## src/hw/tcdma_pkg.sv

```systemverilog
// Constants and types for the two-channel DMA controller.
// Assumes a single 250 MHz system clock and plain-port configuration.
package tcdma_pkg;
    localparam int        TCDMA_ADDR_W      = 20;
    localparam int        TCDMA_CNT_W       = 16;
    localparam int        TCDMA_DATA_W      = 16;
    localparam int        TCDMA_FIFO_DEPTH  = 16;
    localparam int        TCDMA_FIFO_AW     = 4;
    // Control register field positions.
    localparam int        TCDMA_CTL_SYNC_LO = 0;   // Two bits: 00 none, 01 source, 10 destination.
    localparam int        TCDMA_CTL_WORD    = 2;
    localparam int        TCDMA_CTL_INTEN   = 3;
    localparam int        TCDMA_CTL_TC      = 4;
    localparam int        TCDMA_CTL_PRIO    = 5;
    localparam int        TCDMA_CTL_SSTEP   = 6;   // Two bits: 00 hold, 01 increment, 10 decrement.
    localparam int        TCDMA_CTL_SIO     = 8;
    localparam int        TCDMA_CTL_DSTEP   = 9;   // Two bits, same coding as the source step.
    localparam int        TCDMA_CTL_DIO     = 11;
    localparam int        TCDMA_CTL_REQSEL  = 12;  // Two bits: 00 pin, 01 timer 2, 10 serial, 11 software.
    localparam int        TCDMA_CTL_ENABLE  = 14;
    localparam logic [1:0] TCDMA_SYNC_NONE  = 2'h0;
    localparam logic [1:0] TCDMA_SYNC_SRC   = 2'h1;
    localparam logic [1:0] TCDMA_SYNC_DST   = 2'h2;
    localparam logic [1:0] TCDMA_STEP_INC   = 2'h1;
    localparam logic [1:0] TCDMA_STEP_DEC   = 2'h2;
    localparam logic [1:0] TCDMA_REQ_PIN    = 2'h0;
    localparam logic [1:0] TCDMA_REQ_TMR2   = 2'h1;
    localparam logic [1:0] TCDMA_REQ_SER    = 2'h2;
    localparam logic [1:0] TCDMA_REQ_SW     = 2'h3;
    localparam logic [15:0] TCDMA_CTL_RST   = 16'h0000;
    localparam logic [19:0] TCDMA_ADDR_RST  = 20'h0_0000;
    localparam logic [15:0] TCDMA_CNT_RST   = 16'h0000;
    // Timer load per half; each half then spans at least five clocks, ten per transfer.
    localparam logic [3:0] TCDMA_HALF_CYC   = 4'h4;
    typedef enum logic [2:0] {TCDMA_IDLE, TCDMA_FETCH, TCDMA_FWAIT, TCDMA_DEPOSIT, TCDMA_DWAIT} tcdma_state_e;
endpackage

```

## src/hw/tcdma_fifo_if.sv

```systemverilog
// Interface carrying fetched data between the engine and its staging FIFO.
// Assumes both ends sit on the same clock.
`timescale 1ns/1ps
interface tcdma_fifo_if;
    logic [15:0] wr_data;
    logic        wr_valid;
    logic        wr_ready;
    logic [15:0] rd_data;
    logic        rd_valid;
    logic        rd_ready;
    modport fifo   (input wr_data, wr_valid, rd_ready, output wr_ready, rd_data, rd_valid);
    modport engine (output wr_data, wr_valid, rd_ready, input wr_ready, rd_data, rd_valid);
endinterface

```

## src/hw/tcdma_top.sv

```systemverilog
// Two-channel DMA engine with plain-port channel registers and bus master.
// Assumes a bus slave that answers each cycle with bus_done.
//
// What this block does
// - Each channel has 20-bit source, destination pointers, 16-bit count, control.
// - Count holds transfer number; with terminate-on-count channel stops after it.
// - Registers may be written any time; next transfer uses new values.
// - Serial-assigned channel ignores its pin and takes serial requests.
// - Serial transmitter paces destination-synchronized channel.
// - Serial receiver paces source-synchronized channel.
// - Control selects synchronization mode and byte or word size.
// - Control interrupt enable, with terminate-on-count set, raises interrupt after final counted transfer.
// - Terminate-on-count stops at count; otherwise channel keeps running.
// - Source and destination pointers each increment, decrement or hold.
// - Each pointer chooses memory or I/O space.
// - Fixed priority winner, or alternation at equal priority.
// - DMA beats CPU except during locked or odd-word gaps.
// - External bus hold beats DMA; DMA waits for release.
// - Maskable interrupts do not stop DMA; NMI halts it.
// - Each transfer is fetch then deposit, at least eight clocks.
// - Request source is pin, timer 2, serial port or software.
`timescale 1ns/1ps
module tcdma_top
    import tcdma_pkg::*;
(
    input  wire logic        clk_sys,
    input  wire logic        rst_n,
    // Register write strobes, one bit per channel.
    input  wire logic [1:0]  src_wr,
    input  wire logic [1:0]  dst_wr,
    input  wire logic [1:0]  cnt_wr,
    input  wire logic [1:0]  ctl_wr,
    input  wire logic [19:0] src_wdata,
    input  wire logic [19:0] dst_wdata,
    input  wire logic [15:0] cnt_wdata,
    input  wire logic [15:0] ctl_wdata,
    input  wire logic [1:0]  sw_req,
    // Request sources.
    input  wire logic [1:0]  ext_dma_request_pins,
    input  wire logic        timer2_req,
    input  wire logic        serial_tx_ready,
    input  wire logic        serial_rx_ready,
    input  wire logic        serial_dma_sel_ch0,
    input  wire logic        serial_dma_sel_ch1,
    // Arbitration inputs.
    input  wire logic        cpu_lock_gap,
    input  wire logic        cpu_odd_word_gap,
    input  wire logic        hold_req,
    input  wire logic        nmi_req,
    // Bus master port.
    output logic             bus_req,
    output logic             bus_write,
    output logic             bus_io,
    output logic             bus_word,
    output logic [19:0]      bus_addr,
    output logic [15:0]      bus_wdata,
    input  wire logic [15:0] bus_rdata,
    input  wire logic        bus_done,
    // Readback and status.
    output logic [19:0]      src_ptr_ch0,
    output logic [19:0]      src_ptr_ch1,
    output logic [19:0]      dst_ptr_ch0,
    output logic [19:0]      dst_ptr_ch1,
    output logic [15:0]      transfer_count_reg_ch0,
    output logic [15:0]      transfer_count_reg_ch1,
    output logic [15:0]      ctl_ch0,
    output logic [15:0]      ctl_ch1,
    output logic [1:0]       dma_irq,
    output logic             dma_busy
);
    logic [19:0]  src_r [2], src_nxt [2], dst_r [2], dst_nxt [2];
    logic [15:0]  cnt_r [2], cnt_nxt [2], ctl_r [2], ctl_nxt [2];
    logic [1:0]   irq_r, irq_nxt, swp_r, swp_nxt;
    tcdma_state_e st_r, st_nxt;
    logic         ch_r, ch_nxt, last_r, last_nxt;
    logic [3:0]   tmr_r, tmr_nxt;
    logic [15:0]  wd_r, wd_nxt;
    logic [19:0]  ad_r, ad_nxt;
    logic         bw_r, bw_nxt, bio_r, bio_nxt, bwd_r, bwd_nxt;
    logic [1:0]   pin_s, req, sel_ser;
    logic         pick, grant;
    tcdma_fifo_if fif ();

    ////////////////////////////////////////////////////////////////////////
    // Pins from outside the clock domain pass the three-stage filter.
    for (genvar g = 0; g < 2; g++) begin : g_pin
        tcdma_sync u_sync (
            .clk_sys (clk_sys),
            .rst_n   (rst_n),
            .d       (ext_dma_request_pins[g]),
            .q       (pin_s[g])
        );
    end

    tcdma_fifo u_fifo (
        .clk_sys (clk_sys),
        .rst_n   (rst_n),
        .f       (fif)
    );

    ////////////////////////////////////////////////////////////////////////
    // Per-channel request selection and pacing.
    assign sel_ser = {serial_dma_sel_ch1, serial_dma_sel_ch0};
    always_comb begin
        logic [1:0] rs;
        logic       r;
        rs = 2'b00;
        r  = 1'b0;
        for (int c = 0; c < 2; c++) begin
            rs = ctl_r[c][TCDMA_CTL_REQSEL +: 2];
            case (rs)
                TCDMA_REQ_PIN:  r = pin_s[c];
                TCDMA_REQ_TMR2: r = timer2_req;
                TCDMA_REQ_SER:  r = 1'b0;
                TCDMA_REQ_SW:   r = swp_r[c];
                default:        r = 1'b0;
            endcase
            if (sel_ser[c] || rs == TCDMA_REQ_SER) begin
                // Transmitter paces destination sync, receiver paces source sync.
                case (ctl_r[c][TCDMA_CTL_SYNC_LO +: 2])
                    TCDMA_SYNC_DST: r = serial_tx_ready;
                    TCDMA_SYNC_SRC: r = serial_rx_ready;
                    default:        r = 1'b1;
                endcase
            end
            // Unsynchronized channels run whenever enabled.
            if (ctl_r[c][TCDMA_CTL_SYNC_LO +: 2] == TCDMA_SYNC_NONE && !sel_ser[c]) begin
                r = 1'b1;
            end
            req[c] = r && ctl_r[c][TCDMA_CTL_ENABLE];
        end
    end

    // Priority: a high-priority channel wins; equal priority alternates.
    always_comb begin
        logic p0, p1;
        p0 = ctl_r[0][TCDMA_CTL_PRIO];
        p1 = ctl_r[1][TCDMA_CTL_PRIO];
        if (req[0] && req[1]) begin
            pick = (p0 == p1) ? ~ch_r : (p1 && !p0);
        end else begin
            pick = req[1] && !req[0];
        end
        // Hold and NMI block new cycles; CPU gaps keep the bus for the CPU.
        grant = (req != 2'b00) && !hold_req && !nmi_req
                && !cpu_lock_gap && !cpu_odd_word_gap;
    end

    ////////////////////////////////////////////////////////////////////////
    // Transfer sequencer, register update and pointer stepping.
    always_comb begin
        logic [19:0] step;
        logic        c;
        src_nxt  = src_r;
        dst_nxt  = dst_r;
        cnt_nxt  = cnt_r;
        ctl_nxt  = ctl_r;
        irq_nxt  = irq_r;
        swp_nxt  = swp_r | sw_req;
        st_nxt   = st_r;
        ch_nxt   = ch_r;
        last_nxt = last_r;
        tmr_nxt  = (tmr_r != 4'h0) ? 4'(tmr_r - 1'b1) : 4'h0;
        wd_nxt   = wd_r;
        ad_nxt   = ad_r;
        bw_nxt   = bw_r;
        bio_nxt  = bio_r;
        bwd_nxt  = bwd_r;
        fif.wr_valid = 1'b0;
        fif.wr_data  = bus_rdata;
        fif.rd_ready = 1'b0;
        c    = ch_r;
        step = ctl_r[c][TCDMA_CTL_WORD] ? 20'h0_0002 : 20'h0_0001;
        case (st_r)
            TCDMA_IDLE: begin
                if (grant && fif.wr_ready) begin
                    // The source pointer is sampled here, so fresh writes apply at once.
                    ch_nxt  = pick;
                    ad_nxt  = src_r[pick];
                    bio_nxt = ctl_r[pick][TCDMA_CTL_SIO];
                    bwd_nxt = ctl_r[pick][TCDMA_CTL_WORD];
                    bw_nxt  = 1'b0;
                    tmr_nxt = TCDMA_HALF_CYC;
                    st_nxt  = TCDMA_FETCH;
                    if (ctl_r[pick][TCDMA_CTL_REQSEL +: 2] == TCDMA_REQ_SW) begin
                        swp_nxt[pick] = sw_req[pick];
                    end
                end
            end
            TCDMA_FETCH: begin
                if (bus_done) begin
                    fif.wr_valid = 1'b1;
                    st_nxt = TCDMA_FWAIT;
                    case (ctl_r[c][TCDMA_CTL_SSTEP +: 2])
                        TCDMA_STEP_INC: src_nxt[c] = 20'(src_r[c] + step);
                        TCDMA_STEP_DEC: src_nxt[c] = 20'(src_r[c] - step);
                        default:        src_nxt[c] = src_r[c];
                    endcase
                end
            end
            TCDMA_FWAIT: begin
                // Second half of the transfer starts after the fetch minimum.
                if (tmr_r == 4'h0 && fif.rd_valid) begin
                    fif.rd_ready = 1'b1;
                    wd_nxt  = fif.rd_data;
                    ad_nxt  = dst_r[c];
                    bio_nxt = ctl_r[c][TCDMA_CTL_DIO];
                    bw_nxt  = 1'b1;
                    tmr_nxt = TCDMA_HALF_CYC;
                    st_nxt  = TCDMA_DEPOSIT;
                end
            end
            TCDMA_DEPOSIT: begin
                if (bus_done) begin
                    st_nxt = TCDMA_DWAIT;
                    case (ctl_r[c][TCDMA_CTL_DSTEP +: 2])
                        TCDMA_STEP_INC: dst_nxt[c] = 20'(dst_r[c] + step);
                        TCDMA_STEP_DEC: dst_nxt[c] = 20'(dst_r[c] - step);
                        default:        dst_nxt[c] = dst_r[c];
                    endcase
                    cnt_nxt[c] = 16'(cnt_r[c] - 1'b1);
                    last_nxt   = (cnt_r[c] == 16'h0001);
                end
            end
            TCDMA_DWAIT: begin
                if (tmr_r == 4'h0) begin
                    st_nxt   = TCDMA_IDLE;
                    last_nxt = 1'b0;
                    if (last_r && ctl_r[c][TCDMA_CTL_TC]) begin
                        ctl_nxt[c][TCDMA_CTL_ENABLE] = 1'b0;
                        if (ctl_r[c][TCDMA_CTL_INTEN]) begin
                            irq_nxt[c] = 1'b1;
                        end
                    end
                end
            end
            default: st_nxt = TCDMA_IDLE;
        endcase
        // Software writes land last and win over the engine.
        for (int k = 0; k < 2; k++) begin
            if (src_wr[k]) src_nxt[k] = src_wdata;
            if (dst_wr[k]) dst_nxt[k] = dst_wdata;
            if (cnt_wr[k]) cnt_nxt[k] = cnt_wdata;
            if (ctl_wr[k]) ctl_nxt[k] = ctl_wdata;
            // A control write clears the interrupt, unless it is set now.
            if (ctl_wr[k] && !(irq_nxt[k] && !irq_r[k])) irq_nxt[k] = 1'b0;
        end
    end

    // Register bank and sequencer flops.
    always_ff @(posedge clk_sys or negedge rst_n) begin
        if (!rst_n) begin
            for (int k = 0; k < 2; k++) begin
                src_r[k] <= TCDMA_ADDR_RST;
                dst_r[k] <= TCDMA_ADDR_RST;
                cnt_r[k] <= TCDMA_CNT_RST;
                ctl_r[k] <= TCDMA_CTL_RST;
            end
            irq_r  <= 2'h0;
            swp_r  <= 2'h0;
            st_r   <= TCDMA_IDLE;
            ch_r   <= 1'b1;
            last_r <= 1'b0;
            tmr_r  <= 4'h0;
            wd_r   <= 16'h0000;
            ad_r   <= TCDMA_ADDR_RST;
            bw_r   <= 1'b0;
            bio_r  <= 1'b0;
            bwd_r  <= 1'b0;
        end else begin
            src_r  <= src_nxt;
            dst_r  <= dst_nxt;
            cnt_r  <= cnt_nxt;
            ctl_r  <= ctl_nxt;
            irq_r  <= irq_nxt;
            swp_r  <= swp_nxt;
            st_r   <= st_nxt;
            ch_r   <= ch_nxt;
            last_r <= last_nxt;
            tmr_r  <= tmr_nxt;
            wd_r   <= wd_nxt;
            ad_r   <= ad_nxt;
            bw_r   <= bw_nxt;
            bio_r  <= bio_nxt;
            bwd_r  <= bwd_nxt;
        end
    end

    ////////////////////////////////////////////////////////////////////////
    // Outputs. A bus cycle already started is finished even under hold.
    assign bus_req   = (st_r == TCDMA_FETCH) || (st_r == TCDMA_DEPOSIT);
    assign bus_write = bw_r;
    assign bus_io    = bio_r;
    assign bus_word  = bwd_r;
    assign bus_addr  = ad_r;
    assign bus_wdata = wd_r;
    assign src_ptr_ch0 = src_r[0];
    assign src_ptr_ch1 = src_r[1];
    assign dst_ptr_ch0 = dst_r[0];
    assign dst_ptr_ch1 = dst_r[1];
    assign transfer_count_reg_ch0 = cnt_r[0];
    assign transfer_count_reg_ch1 = cnt_r[1];
    assign ctl_ch0  = ctl_r[0];
    assign ctl_ch1  = ctl_r[1];
    assign dma_irq  = irq_r;
    assign dma_busy = (st_r != TCDMA_IDLE);
endmodule

```

## src/hw/tcdma_fifo.sv

```systemverilog
// Staging FIFO between fetch and deposit cycles, registered read data.
// Assumes one clock and an active-low asynchronous reset.
`timescale 1ns/1ps
module tcdma_fifo
    import tcdma_pkg::*;
#(
    parameter int WIDTH = TCDMA_DATA_W,
    parameter int DEPTH = TCDMA_FIFO_DEPTH,
    parameter int AW    = TCDMA_FIFO_AW
) (
    input wire logic clk_sys,
    input wire logic rst_n,
    tcdma_fifo_if.fifo f
);
    logic [WIDTH-1:0] mem [DEPTH];
    logic [AW-1:0]    wp_r, wp_nxt, rp_r, rp_nxt;
    logic [AW:0]      cnt_r, cnt_nxt;
    logic [WIDTH-1:0] q_r, q_nxt;
    logic             qv_r, qv_nxt;
    logic             push, pop_mem;

    ////////////////////////////////////////////////////////////////////////
    // Output register refills whenever it is empty or being drained.
    always_comb begin
        push    = f.wr_valid && f.wr_ready;
        pop_mem = (cnt_r != '0) && (!qv_r || f.rd_ready);
        wp_nxt  = push ? AW'(wp_r + 1'b1) : wp_r;
        rp_nxt  = pop_mem ? AW'(rp_r + 1'b1) : rp_r;
        cnt_nxt = (AW+1)'(cnt_r + (push ? 1'b1 : 1'b0) - (pop_mem ? 1'b1 : 1'b0));
        q_nxt   = pop_mem ? mem[rp_r] : q_r;
        qv_nxt  = pop_mem ? 1'b1 : (f.rd_ready ? 1'b0 : qv_r);
    end

    assign f.wr_ready = (cnt_r != (AW+1)'(DEPTH));
    assign f.rd_valid = qv_r;
    assign f.rd_data  = q_r;

    // Storage array is not reset, to keep it a plain memory.
    always_ff @(posedge clk_sys) begin
        if (push) begin
            mem[wp_r] <= f.wr_data;
        end
    end

    // Pointer and output registers.
    always_ff @(posedge clk_sys or negedge rst_n) begin
        if (!rst_n) begin
            wp_r  <= '0;
            rp_r  <= '0;
            cnt_r <= '0;
            q_r   <= '0;
            qv_r  <= 1'b0;
        end else begin
            wp_r  <= wp_nxt;
            rp_r  <= rp_nxt;
            cnt_r <= cnt_nxt;
            q_r   <= q_nxt;
            qv_r  <= qv_nxt;
        end
    end
endmodule

```

## src/hw/tcdma_sync.sv

```systemverilog
// Three-stage synchroniser with agreement filter for one pin input.
// Assumes the input is asynchronous to clk_sys.
`timescale 1ns/1ps
module tcdma_sync (
    input  wire logic clk_sys,
    input  wire logic rst_n,
    input  wire logic d,
    output logic      q
);
    logic s1_r, s2_r, s3_r, q_r, q_nxt;

    // The value only moves once the second and third stages agree.
    always_comb begin
        q_nxt = (s2_r == s3_r) ? s3_r : q_r;
    end
    assign q = q_r;

    // Synchroniser chain and filtered output.
    always_ff @(posedge clk_sys or negedge rst_n) begin
        if (!rst_n) begin
            s1_r <= 1'b0;
            s2_r <= 1'b0;
            s3_r <= 1'b0;
            q_r  <= 1'b0;
        end else begin
            s1_r <= d;
            s2_r <= s1_r;
            s3_r <= s2_r;
            q_r  <= q_nxt;
        end
    end
endmodule

```

## config.mk

```make
export PLATFORM = sky130hd
export DESIGN_NAME = tcdma_top
export DESIGN_NICKNAME = d
export VERILOG_FILES = /design/src/hw/tcdma_pkg.sv /design/src/hw/tcdma_fifo_if.sv /design/src/hw/tcdma_top.sv /design/src/hw/tcdma_fifo.sv /design/src/hw/tcdma_sync.sv
export SDC_FILE = /design/constraint.sdc
export NUM_CORES = 1
export LEC_CHECK = 0
export ABC_CLOCK_PERIOD_IN_PS = 5000
export BUFFER_PORTS_ARGS = -buffer_cell sky130_fd_sc_hd__buf_2
export CAP_MARGIN = 20
export CORE_ASPECT_RATIO = 1.4
export CORE_UTILIZATION = 53
export DETAILED_ROUTE_END_ITERATION = 10
export GPL_ROUTABILITY_DRIVEN = 0
export GPL_TIMING_DRIVEN = 1
export PLACE_DENSITY_LB_ADDON = 0.25
export SETUP_SLACK_MARGIN = 0.02
export SLEW_MARGIN = 25
export SYNTH_ARGS = -nofsm -noshare
export SYNTH_HDL_FRONTEND = slang
export SYNTH_HIERARCHICAL = 1
export SYNTH_SLANG_ARGS = --single-unit
export TNS_END_PERCENT = 100
```

## constraint.sdc

```tcl
create_clock -name clk_sys -period 5 [get_ports clk_sys]
set_input_delay 1.25 -clock clk_sys [delete_from_list [all_inputs] [get_ports clk_sys]]
set_output_delay 1.25 -clock clk_sys [all_outputs]
set_load 0.05 [all_outputs]
```

==> impl_results.md <==
* Setup tns final at 0 ns
* Normalized max-slew margin at 0.325
* Clock sink count at 490
* GRT Overall Usage at 0.323
* Seq/Total Area, Yosys at 0.549
* Site Rows at 93
* Core area at 0.0460 mm2
* Total die area at 0.0475 mm2
* Antenna-violating nets left at 0
* Number of different library cells in the post-synthesis netlist at 92
* Clock Path Buffers at 3
* Nets at 2551
* Pint at 8890 uW
* CTS Buf Count at 46
* Dpl hpwl at 51200 um
* Crit path kind: register to register
* Routed wire length per instance at 24.9 um
* Switch Pwr at 6190 uW
* Switch share at 0.411
* PortBufs at 298
* Post-route DRC at 0
* Die Ht at 257 um
* Initial Util at 0.537
* Max Clock Skew at 0.0315 ns
* Min cycle time layout at 3.97 ns
* Die W at 184 um
* Fin crit share at 0.793
* Max Cap Viol at 0
* Fmax at 0.252 GHz
* Fraction of layout cells with a size suffix above 1 at 0.238
* Vias in the first global route at 19500
* Critical path endpoint category: register
* Final Util at 0.619
* Initial antenna violation count at 5
* Synthesized instance count at 2128
* RSZ-0062 raised after global routing: false
* Final Setup Violations at 0
* DR vias at 19500
* Filler instances at 3676
* Final Max Slew Viols at 0
* Pin count of the biggest net entering global routing at 117
* Worst-path fanout max at 40
* Post-CTS Resized at 0
* Htree depth at 2
* Pwr/cell area at 530 mW/mm2
* First-pass GRT wire length at 115000 um
* Crit path DAT at 4.47 ns
* Post-synth EDFFs at 256
* Worst vdd ir at 0.000434 V
* Pre-Repair DR Iteration Count at 8
* Number of synthesized register bits at 490
* Clock root buffer: clkbuf_16
* CTS tree: done
* Tightest Pin Transition at 1.01 ns
* Critical Path Source Type: register
* Aggregate routed wire length at 76100 um
* Worst Path Required at 5.51 ns
* Combinational fraction of design power at 0.390
* Area growth syn-to-layout at 15.3%
* DRT iter0 DRCs at 2156
* Hold Buf Count CTS at 0
* Yosys warns at 6
* Syn_nets at 2277
* Avg Cell Area, Syn at 11.6 um2
* Status: completed
* Dominant synthesized flop cell: edfxtp_1
* Seq pwr share at 0.371
* Leak at 0.0112 uW
* Post-synth ARST share at 0.478
* Clk pwr share at 0.239
* Reg clk slew, reported paths at 0.07 ns
* Vias per inst at 6.37
* Fin. Hold Viols at 0
* Post-Syn Area at 0.0247 mm2
* Setup repair bufs after CTS at 0
* Clock Latency Late Sink at 0.61 ns
* Total gr overflow at 0
* Hold/Removal Path Class: register to register
* # IOs at 299
## worst max-delay path: stages (launching register included)
cell and delay, ns:
dfstp_4 0.94, mux2i_1 0.36, buf_4 0.25, ha_1 0.18, inv_1 0.06, fa_1 0.50
nor2_1 0.34, nand3_2 0.27, nor4_1 0.38, xor2_1 0.21, a211oi_1 0.10, o31ai_1 0.26
## cells by family (layout without fill, tap and decap cells)
group	after synthesis	count (layout)	share of synthesized area
simple gates	632	632	0.120
compound gates	494	494	0.128
flops	490	490	0.549
mux	198	198	0.117
buf+inv	183	495	0.0313
xor+xnor	85	85	0.0302
fa+ha+maj	46	46	0.0240
other cells	0	4	0
## layout make-up
cell class / count / area (um2) / share of cell area
Multi-Input combinational cell: 1455 / 10400 / 0.366
Tap cell: 617 / 772 / 0.0271
Antenna cell: 4 / 10.0 / 0.000352
Sequential cell: 490 / 13600 / 0.476
Clock inverter: 27 / 292 / 0.0102
Clock buffer: 59 / 1270 / 0.0446
Timing Repair Buffer: 349 / 1930 / 0.0679
Inverter: 60 / 225 / 0.00791
## placed cells by master (no fill, tap or decap), types with 30 or more instances in the layout
| cell type | netlist | routed |
|---|---|---|
| nor3_1 | 43 | 43 |
| dfrtp_1 | 233 | 231 |
| xor2_1 | 37 | 37 |
| mux4_2 | 65 | 65 |
| a21oi_1 | 107 | 107 |
| o22ai_1 | 35 | 35 |
| mux2i_1 | 68 | 68 |
| nor2_1 | 145 | 145 |
| o21ai_0 | 109 | 109 |
| a22oi_1 | 30 | 30 |
| mux2_2 | 59 | 59 |
| nand2_1 | 249 | 249 |
| xnor2_1 | 48 | 48 |
| clkbuf_16 | 0 | 46 |
| nand3_1 | 46 | 46 |
| edfxtp_1 | 256 | 256 |
| buf_2 | 21 | 297 |
| o21ai_1 | 44 | 44 |
| buf_4 | 8 | 47 |
| inv_1 | 55 | 55 |
| ha_1 | 32 | 32 |
## power by group through the flow
stage,Combinational [uW],Clock [uW],Sequential [uW]
2_1_floorplan,3470,0,6250
3_3_place_gp,5630,0,5620
3_5_place_dp,5760,0,5650
4_1_cts,5790,3670,5570
5_1_grt,6250,3820,5660
6_report,5880,3610,5600
## cells in the mapped netlist, drive strengths merged (9+ instances only)
cell type,instances,area [um2]
and3,12,75.1
nor3,43,215
o21ai,153,766
xor2,37,324
edfxtp,256,7690
a211oi,29,218
a221oi,21,184
nor2,145,544
maj3,9,92.6
a31oi,14,87.6
a21oi,108,544
and2,14,87.6
nand2b,13,81.3
nand3b,11,82.6
mux2,64,721
o211ai,9,67.6
or3,18,113
nor4,13,87.6
a22oi,31,246
clkbuf,88,330
ha,32,400
mux4,65,1460
buf,35,218
nor3b,15,118
a21o,23,173
nand4,15,93.8
dfrtp,233,5830
inv,56,210
xnor2,48,420
mux2i,69,703
o22ai,35,219
nand3,47,240
nor2b,10,62.6
nand2,249,935
o31ai,10,75.1
## per-stage QoR
| step | setup WS, ns | instances | hold slack, ns | total power [uW] | area [um2] |
|---|---|---|---|---|---|
| after floorplan | 0.206 | 2128 | 0.331 | 9720 | 24700 |
| after global placement | 1.22 | 2969 | 0.338 | 11200 | 26800 |
| after detailed placement | 1.16 | 2969 | 0.340 | 11400 | 26800 |
| after CTS | 1.12 | 3055 | 0.362 | 15000 | 28400 |
| after global routing | 0.886 | 3061 | 0.372 | 15700 | 28500 |
| final | 1.03 | 3061 | 0.364 | 15100 | 28500 |
## worst paths after layout
check | startpoint | to | slack, ns | cells after the start
worst max-delay path | ch_r | src_ptr_ch1[14] | 1.03 | 11
worst min-delay path | g_pin[1].u_sync/s1_r | g_pin[1].u_sync/s2_r | 0.36 | 0
worst max register to register | ch_r | src_ptr_ch1[14] | 1.03 | 11
worst min register to register | g_pin[1].u_sync/s1_r | g_pin[1].u_sync/s2_r | 0.36 | 0
min in group asynchronous | rst_n | src_ptr_ch0[17] | 0.50 | 1
max in group asynchronous | rst_n | bus_wdata[6] | 3.24 | 3
## routing by layer
metal / track usage / part of all wire
met1: 0.376 / 0.35
met2: 0.548 / 0.50
met3: 0.0626 / 0.082
met4: 0.194 / 0.068
met5: 0 / 0.00016
## sequential cells by signal (all words and copies together), names as in the netlist, 2 cells and up
register and flops:
transfer_count_reg_ch0 16, dst_ptr_ch1 20, dst_ptr_ch0 20, dma_irq 2, u_fifo/f.rd_data 16, g_pin.u_sync/s3_r 2, src_ptr_ch0 20, bus_addr 20
g_pin.u_sync/s2_r 2, ctl_ch0 16, u_fifo/mem 256, src_ptr_ch1 20, u_fifo/rp_r 4, st_r 3, g_pin.u_sync/s1_r 2, tmr_r 4
u_fifo/wp_r 4, u_fifo/cnt_r 5, ctl_ch1 16, bus_wdata 16, transfer_count_reg_ch1 16, g_pin.u_sync/q 2, swp_r 2
Note: power is estimated with default switching activity, not from simulation.
